--- config.mk ---
export PLATFORM = sky130hd
export DESIGN_NAME = alpo_output_stage
export DESIGN_NICKNAME = d
export VERILOG_FILES = /design/src/logic/alpo_output_stage.v
export VERILOG_INCLUDE_DIRS = /design/src /design/src/pkg
export SDC_FILE = /design/constraint.sdc
export NUM_CORES = 2
export LEC_CHECK = 0
export BUFFER_PORTS_ARGS = -buffer_cell sky130_fd_sc_hd__buf_2
export CAP_MARGIN = 10
export CORE_MARGIN = 4
export CORE_UTILIZATION = 25
export DETAILED_ROUTE_END_ITERATION = 6
export SETUP_SLACK_MARGIN = 0.05
export SYNTH_ARGS = -nofsm -noshare
export SYNTH_HDL_FRONTEND = slang
export SYNTH_MEMORY_MAX_BITS = 65536
export SYNTH_SLANG_ARGS = --single-unit
--- constraint.sdc ---
create_clock -name core_clk -period 18.1 [get_ports core_clk]
set_input_delay 0.905 -clock core_clk [delete_from_list [all_inputs] [get_ports core_clk]]
set_output_delay 0.905 -clock core_clk [all_outputs]
set_load 0.005 [all_outputs]
--- src/pkg/alpo_defines.vh ---
/*
 * alpo_defines.vh: register offsets, field positions, codes and counts for
 * the converter output stage.
 * Assumes: included by bare name from the design files.
 */
`ifndef ALPO_DEFINES_VH
`define ALPO_DEFINES_VH

// register offsets
`define ALPO_OFS_MODE        12'h568
`define ALPO_OFS_PHASE       12'h569
`define ALPO_OFS_DRIVE       12'h56a
`define ALPO_OFS_FORMAT      12'h561
`define ALPO_OFS_POWER       12'h008

// reset values
`define ALPO_RST_MODE        8'h00
`define ALPO_RST_PHASE       8'h00
`define ALPO_RST_DRIVE       8'h00
`define ALPO_RST_FORMAT      8'h00
`define ALPO_RST_POWER       8'h00

// output mode codes
`define ALPO_MODE_PAR1       3'h0
`define ALPO_MODE_PAR2       3'h1
`define ALPO_MODE_MUX1       3'h2
`define ALPO_MODE_MUX2       3'h3
`define ALPO_MODE_BYTE1      3'h4
`define ALPO_MODE_BYTE2      3'h5
`define ALPO_MODE_BYTE4      3'h6
`define ALPO_MODE_BYTE8      3'h7

// number formats
`define ALPO_FMT_OFFSET      2'h0
`define ALPO_FMT_TWOS        2'h1
`define ALPO_FMT_GRAY        2'h2

// field positions
`define ALPO_MODE_HI         2
`define ALPO_PHASE_HI        1
`define ALPO_DRIVE_HI        2
`define ALPO_FMT_HI          1
`define ALPO_PWR_BIT         0
`define ALPO_DEC_HI          4

// pipeline latency in sample cycles
`define ALPO_LATENCY         33
`define ALPO_LAT_W           6

// output slots per converter sample in each mode
`define ALPO_SLOTS_1         5'h01
`define ALPO_SLOTS_2         5'h02
`define ALPO_SLOTS_4         5'h04
`define ALPO_SLOTS_8         5'h08
`define ALPO_SLOTS_16        5'h10

`endif

--- src/logic/alpo_output_stage.v ---
/*
 * alpo_output_stage.v: formats converter samples onto DDR output lanes with a
 * forwarded data clock, range flag, mode, format, phase, drive, power-down.
 * Assumes: sampleStrobe marks one converter sample per pulse in core_clk;
 * the link clock pin is sampled by core_clk and its edges mark DDR slots.
 */
`include "alpo_defines.vh"
`default_nettype none

// Notes on behaviour
// drive current reducible via drive register
// offset binary, twos complement, gray formats
// outputs high impedance in power-down; code drops laneOe for the lanes only, strobeOut and rangeOut stay driven
// samples appear 33 sample cycles later
// data clock phase in 90 degree steps
// new data on each clock edge
// range flag delayed 33 cycles too
// mode 0: fourteen parallel lanes, one converter
// mode 1: two converters interleaved, twice rate
// mode 2: channel A pair lanes only
// mode 3: both channel pair lane groups
// pair lanes carry bit pairs 13/12 down
// mode 4: one 16-bit converter on bytes
// mode 5: two converters, four times rate
// mode 6: four converters, eight times rate
// mode 7: eight converters, sixteen times rate
// output rate is sample rate over decimation
// lane rate never above 1000 Mbps
// sample rate kept at least 300 MSPS
// receiver captures both edges, de-interleaves words
module alpo_output_stage
(
    // clock and reset
    input  wire         core_clk,
    input  wire         sys_rst,
    // register port
    input  wire [11:0]  regAddr,
    input  wire [7:0]   regWrData,
    input  wire         regWrite,
    input  wire         regRead,
    output reg  [7:0]   regRdData,
    // converter samples, eight virtual words of 16 bits
    input  wire         sampleStrobe,
    input  wire [127:0] sampleWords,
    input  wire         rangeIn,
    input  wire [4:0]   chipDecimation,
    // link clock pin, sampled
    input  wire         linkClkPin,
    // output pins
    output reg  [13:0]  laneOut,
    output reg          laneOe,
    output reg          strobeOut,
    output reg          rangeOut,
    output reg  [2:0]   driveLevel,
    output reg          rateError
);

    reg  [7:0]   modeReg;
    reg  [7:0]   phaseReg;
    reg  [7:0]   driveReg;
    reg  [7:0]   formatReg;
    reg  [7:0]   powerReg;
    reg          linkSync1;
    reg          linkSync2;
    reg          linkPrev;
    reg  [127:0] delayWords [0:`ALPO_LATENCY-1];
    reg  [`ALPO_LATENCY-1:0] delayRange;
    reg  [127:0] outWords;
    reg          outRange;
    reg  [3:0]   slot;
    reg  [1:0]   phaseCnt;
    reg  [15:0]  selWord;
    reg  [15:0]  chanAWord;
    reg  [15:0]  chanBWord;
    reg  [13:0]  next_laneOut;
    reg          next_rangeOut;
    integer      i;

    wire [2:0] mode = modeReg[`ALPO_MODE_HI:0];
    wire [1:0] fmtSel = formatReg[`ALPO_FMT_HI:0];
    wire linkEdge = linkSync2 ^ linkPrev;
    wire powerDown = powerReg[`ALPO_PWR_BIT];

    function [15:0] fmtWord;
        input [15:0] w;
        input [1:0]  f;
        begin
            if (f == `ALPO_FMT_TWOS)
                fmtWord = {~w[15], w[14:0]};
            else if (f == `ALPO_FMT_GRAY)
                fmtWord = w ^ {1'b0, w[15:1]};
            else
                fmtWord = w;
        end
    endfunction

    // slots per converter sample in each mode
    function [4:0] slotCount;
        input [2:0] m;
        begin
            case (m)
                `ALPO_MODE_PAR1:
                    slotCount = `ALPO_SLOTS_1;
                `ALPO_MODE_BYTE2:
                    slotCount = `ALPO_SLOTS_4;
                `ALPO_MODE_BYTE4:
                    slotCount = `ALPO_SLOTS_8;
                `ALPO_MODE_BYTE8:
                    slotCount = `ALPO_SLOTS_16;
                default:
                    slotCount = `ALPO_SLOTS_2;
            endcase
        end
    endfunction

    // one bit of each adjacent pair, even or odd half
    function [6:0] pairBits;
        input [15:0] w;
        input        odd;
        begin
            if (odd)
                pairBits = {w[15], w[13], w[11], w[9], w[7], w[5], w[3]};
            else
                pairBits = {w[14], w[12], w[10], w[8], w[6], w[4], w[2]};
        end
    endfunction

    // lane rate too high when decimation below slots per sample
    function rateTooHigh;
        input [4:0] dec;
        input [2:0] m;
        begin
            if (dec < slotCount(m))
                rateTooHigh = 1'b1;
            else
                rateTooHigh = 1'b0;
        end
    endfunction

    // register port
    always @(posedge core_clk or posedge sys_rst)
    begin
        if (sys_rst)
        begin
            modeReg   <= `ALPO_RST_MODE;
            phaseReg  <= `ALPO_RST_PHASE;
            driveReg  <= `ALPO_RST_DRIVE;
            formatReg <= `ALPO_RST_FORMAT;
            powerReg  <= `ALPO_RST_POWER;
            regRdData <= 8'h00;
        end
        else
        begin
            if (regWrite)
            begin
                if (regAddr == `ALPO_OFS_MODE)
                    modeReg <= regWrData;
                else if (regAddr == `ALPO_OFS_PHASE)
                    phaseReg <= regWrData;
                else if (regAddr == `ALPO_OFS_DRIVE)
                    driveReg <= regWrData;
                else if (regAddr == `ALPO_OFS_FORMAT)
                    formatReg <= regWrData;
                else if (regAddr == `ALPO_OFS_POWER)
                    powerReg <= regWrData;
            end
            if (regRead)
            begin
                if (regAddr == `ALPO_OFS_MODE)
                    regRdData <= modeReg;
                else if (regAddr == `ALPO_OFS_PHASE)
                    regRdData <= phaseReg;
                else if (regAddr == `ALPO_OFS_DRIVE)
                    regRdData <= driveReg;
                else if (regAddr == `ALPO_OFS_FORMAT)
                    regRdData <= formatReg;
                else if (regAddr == `ALPO_OFS_POWER)
                    regRdData <= {6'h00, rateError, powerDown};
                else
                    regRdData <= 8'h00;
            end
        end
    end

    // link clock synchroniser
    always @(posedge core_clk or posedge sys_rst)
    begin
        if (sys_rst)
        begin
            linkSync1 <= 1'b0;
            linkSync2 <= 1'b0;
            linkPrev  <= 1'b0;
        end
        else
        begin
            linkSync1 <= linkClkPin;
            linkSync2 <= linkSync1;
            linkPrev  <= linkSync2;
        end
    end

    // latency pipeline, one stage per sample
    always @(posedge core_clk or posedge sys_rst)
    begin
        if (sys_rst)
        begin
            delayRange <= {`ALPO_LATENCY{1'b0}};
            outWords   <= 128'h0;
            outRange   <= 1'b0;
        end
        else if (sampleStrobe)
        begin
            delayRange <= {delayRange[`ALPO_LATENCY-2:0], rangeIn};
            outRange   <= delayRange[`ALPO_LATENCY-1];
            outWords   <= delayWords[`ALPO_LATENCY-1];
        end
    end

    always @(posedge core_clk)
    begin
        if (sampleStrobe)
        begin
            delayWords[0] <= sampleWords;
            for (i = 1; i < `ALPO_LATENCY; i = i + 1)
                delayWords[i] <= delayWords[i-1];
        end
    end

    // DDR slot sequencer and forwarded clock
    always @(posedge core_clk or posedge sys_rst)
    begin
        if (sys_rst)
        begin
            slot      <= 4'h0;
            phaseCnt  <= 2'h0;
            strobeOut <= 1'b0;
        end
        else
        begin
            if (sampleStrobe)
            begin
                slot     <= 4'h0;
                phaseCnt <= phaseReg[`ALPO_PHASE_HI:0];
            end
            else if (linkEdge)
            begin
                // phase counts edges to hold before strobe toggles
                if (phaseCnt != 2'h0)
                    phaseCnt <= phaseCnt - 2'h1;
                else
                    strobeOut <= ~strobeOut;
                if ({1'b0, slot} != slotCount(mode) - 5'h01)
                    slot <= slot + 4'h1;
            end
        end
    end

    // lane contents for the current slot
    always @*
    begin
        selWord       = 16'h0000;
        chanAWord     = fmtWord(outWords[15:0], fmtSel);
        chanBWord     = fmtWord(outWords[31:16], fmtSel);
        next_laneOut  = 14'h0000;
        next_rangeOut = outRange;
        case (mode)
            `ALPO_MODE_PAR1:
            begin
                selWord      = chanAWord;
                next_laneOut = selWord[15:2];
            end
            `ALPO_MODE_PAR2:
            begin
                // converter follows slot parity
                selWord      = slot[0] ? chanBWord : chanAWord;
                next_laneOut = selWord[15:2];
            end
            `ALPO_MODE_MUX1:
            begin
                // channel B group left quiet
                next_laneOut = {pairBits(chanAWord, slot[0]), 7'h00};
            end
            `ALPO_MODE_MUX2:
            begin
                next_laneOut = {pairBits(chanAWord, slot[0]),
                                pairBits(chanBWord, slot[0])};
            end
            default:
            begin
                // high byte then low byte per converter
                selWord       = fmtWord(outWords[{slot[3:1], 4'h0} +: 16], fmtSel);
                next_laneOut  = {outRange,
                                 (slot[0] ? selWord[7:0] : selWord[15:8]),
                                 5'h00};
                next_rangeOut = (slot == 4'h0);
            end
        endcase
    end

    // output registers
    always @(posedge core_clk or posedge sys_rst)
    begin
        if (sys_rst)
        begin
            laneOut    <= 14'h0;
            laneOe     <= 1'b0;
            rangeOut   <= 1'b0;
            driveLevel <= 3'h0;
            rateError  <= 1'b0;
        end
        else
        begin
            driveLevel <= driveReg[`ALPO_DRIVE_HI:0];
            laneOe     <= ~powerDown;
            rateError  <= rateTooHigh(chipDecimation, mode);
            laneOut    <= next_laneOut;
            rangeOut   <= next_rangeOut;
        end
    end

endmodule

`default_nettype wire

==> results by group <==
Final layout
  • Share of cells above drive strength 1: 0.1664
  • Final instance area: 162600 µm²
  • Area occupied by multi-input gates: around 5300 µm²
  • FF/Latch Area: between 100000 and 150000 µm²
  • Final net count: roughly 6000
  • Synthesis-to-layout area growth: 17.52%
  • Fillcell total: roughly 52000

Setup path
  • CP Data Required Time: approximately 19 ns
  • Buf+Inv Stages, Crit Path: 5
  • Crit-path max FO: between 100 and 150
  • Critical Path, Cell by Cell: buf_12, buf_4, buf_4, buf_4, buf_4
  • Arrival time at the worst endpoint: around 5.3 ns
  • Reg-to-Reg End: laneOut[5]
  • Reg-to-reg setup timing slack: between 15 and 20 ns
  • Critical Path Start Type: input pin
  • R2R cell count: 6
  • CP max stage delay: 1.00 ns
  • Family with the most delay on the worst path: buffers and inverters
  • R2r startpoint: slot[0]
  • Crit. End Element: register
  • CP max stage cell: buf_4
  • Crit Path Class: in2reg
  • CP most frequent cell: buf_4

Clock tree
  • Clock Sinks: roughly 4500
  • Root Driver: clkbuf_16
  • CTS Buf Count: roughly 410
  • CTS max path bufs: 4
  • CTS tree: yes
  • CTS clk-pin slew, worst paths: approximately 0.060 ns
  • H-tree levels: 5
  • Clk_lat worst skew: 0.96 ns

Routing
  • Vias post-DR: between 40000 and 50000
  • Routed len/inst: about 12 µm
  • Routed Antenna Nets: 0
  • Post-route DRC: 0
  • Initial DRC Count: 4143
  • Post-Route WL: 162600 µm
  • Drt pass-1 iters: 7
  • DR vias/cell: between 3 and 4

STA
  • Fin. max-slew vios: 0
  • Fmax: ~210 MHz
  • Worst clock skew: 0.09225 ns
  • Min cycle time layout: about 4.8 ns
  • Max-slew headroom at the worst pin: 0.2017
  • Post-Route Setup TNS: 0 ns
  • Unrepaired setup endpoints after global routing: false
  • Final hold vios: 0
  • Fin worst setup slack: about 13 ns
  • # setup viols final: 0
  • Period utilization: 0.2643
  • Worst Tran Pin Value: about 1.2 ns

Placement
  • Pre-CTS setup slack: roughly 12 ns
  • RD Place Congestion: 0.7569
  • Placed Area: around 150000 µm²
  • Port buffer count: about 190
  • Post-detail-place hpwl: about 90000 µm

Pwr
  • P per Cell Area: 128.2 nW/µm²
  • Leak: about 54 nW
  • Peak supply drop: ~0.091 mV

Synth
  • FFs w/ async S/R, synth: 0.05228
  • Main flop type after synthesis: edfxtp_1
  • Syn Nets: around 5300
  • FF+latch count, synth: about 4500
  • EDFF count, synth: approximately 4200
  • Yosys warns: 0
  • Synth Instances: between 5000 and 6000
  • Mean post-synth cell area: approximately 27 µm²
  • Post-Syn Area: roughly 140000 µm²
  • Post-synthesis sequential area ratio: 0.9588
  • Synth cell types: between 60 and 70

Global route
  • Largest net degree at the start of global routing: approximately 210
  • Gr usage total: 0.05580
  • Global-route wire length before repair: about 260000 µm
  • Vias in the first global route: 47799
  • Initial antenna violation count: 5
  • Remaining Overflow, GRT: 0

Hold path
  • Hold WC Path Type: in2async

Die
  • Die W: 752.0 µm
  • Die area: approximately 570000 µm²
  • Starting Density: 0.2514
  • Die span in y: approximately 750 µm
  • Io pins: roughly 190
  • # rows: ~270
  • CORE AREA: approximately 550000 µm²

Job
  • Maxcap violations: 0

Outcome
  • Status: complete, no violations
==> cells in the final DEF, fill, tap and decap left out, drive strengths merged, types with 9 or more instances in the layout <==
cell,netlist,final
mux4,30,30
bufinv,0,32
a31oi,9,9
inv,14,26
edfxtp,4224,4224
clkbuf,28,527
mux2,192,192
nand2,58,58
o21ai,27,27
a22oi,15,15
xnor2,24,24
nand3,14,14
o22ai,12,12
xor2,18,18
a21oi,32,32
nor2,48,48
dfrtp,233,233
buf,36,235
dlygate4sd3,0,71
mux2i,27,27
clkinv,0,176
==> power breakdown <==
part           switching, mW  leakage, nW  internal (mW)
logic                  0.245         3.13          0.109
clock network           3.55         6.47           4.75
registers              0.193         44.2           12.0
==> logic make-up (layout without fill, tap and decap cells) <==
group / Yosys count / count (layout) / share of synthesized area
AO/OA/AOI/OAI: 137 / 137 / 0.006565
buffers and inverters: 78 / 1071 / 0.002667
XOR/XNOR: 42 / 42 / 0.002658
other: 0 / 6 / 0
multiplexers: 249 / 249 / 0.02255
adder cells (fa/ha/maj): 7 / 7 / 0.0006329
AND/OR/NAND/NOR: 173 / 173 / 0.006122
flip-flops: 4457 / 4457 / 0.9588
==> per-layer routing <==
layer	routed length, µm	vias up	global-route usage
li1	-	22064	-
met1	73070	22885	0.07536
met2	74730	981	0.08639
met3	9142	439	0.01333
met4	5675	0	0.02300
met5	0	-	0
==> flip-flops by register name, summed over array words and instances (netlist names), 8 cells and up <==
register	count
modeReg	8
outWords	128
regRdData	8
driveReg	8
formatReg	8
laneOut	14
delayRange	33
phaseReg	8
delayWords	4224
==> synth_stat cells (13+ instances only) <==
master,n,area (µm²)
mux2_1,17,191.4
mux2_2,175,1971
dfrtp_1,233,5831
nand2_1,56,210.2
a22oi_1,15,112.6
buf_2,13,65.06
o21ai_0,24,120.1
buf_1,13,48.80
mux4_2,30,675.7
mux2i_1,26,260.3
nor2_1,47,176.4
edfxtp_1,4224,126800
nand3_1,14,70.07
xnor2_1,24,210.2
inv_1,13,48.80
xor2_1,18,157.7
clkbuf_1,28,105.1
a21oi_1,31,155.2
==> timing repair <==
action	4_1_cts	5_1_grt
setup buffers	0	0
hold endpoints to repair	71	0
resized for setup	0	0
hold buffers	71	0
==> stage by stage <==
step / hold slack [ns] / utilization / cells / total power [mW]
after floorplan: 0.3312 / - / 5143 / 12.41
after global routing: 0.03305 / 0.2955 / 13398 / 21.74
after detailed placement: 0.3433 / 0.2700 / 12574 / 12.77
final: 0.08648 / 0.2955 / 13403 / 20.84
after CTS: 0.002315 / 0.2954 / 13396 / 21.19
after global placement: 0.3454 / 0.2700 / 12574 / 12.73
==> area by class of cell <==
type | count | share of cell area
Antenna cell | 6 | 0.00009233
Sequential cell | 4457 | 0.8159
Tap cell | 7261 | 0.05587
Timing Repair Buffer | 306 | 0.01316
Inverter | 14 | 0.0003693
Clock inverter | 224 | 0.01458
Clock buffer | 527 | 0.06725
Multi-Input combinational cell | 608 | 0.03280
==> worst max path at each step <==
stage                     cells past startpoint                  to  slack, ns         start
after floorplan                               1       delayRange[0]      10.81       sys_rst
after CTS                                     5   delayWords[8][40]      13.41  sampleStrobe
after global placement                        5  delayWords[7][105]      12.49  sampleStrobe
after global routing                          5  delayWords[5][113]      12.99  sampleStrobe
after detailed placement                      5  delayWords[8][104]      12.32  sampleStrobe
final                                         5  delayWords[9][119]      13.32  sampleStrobe
(Power assumes the default switching activity.)
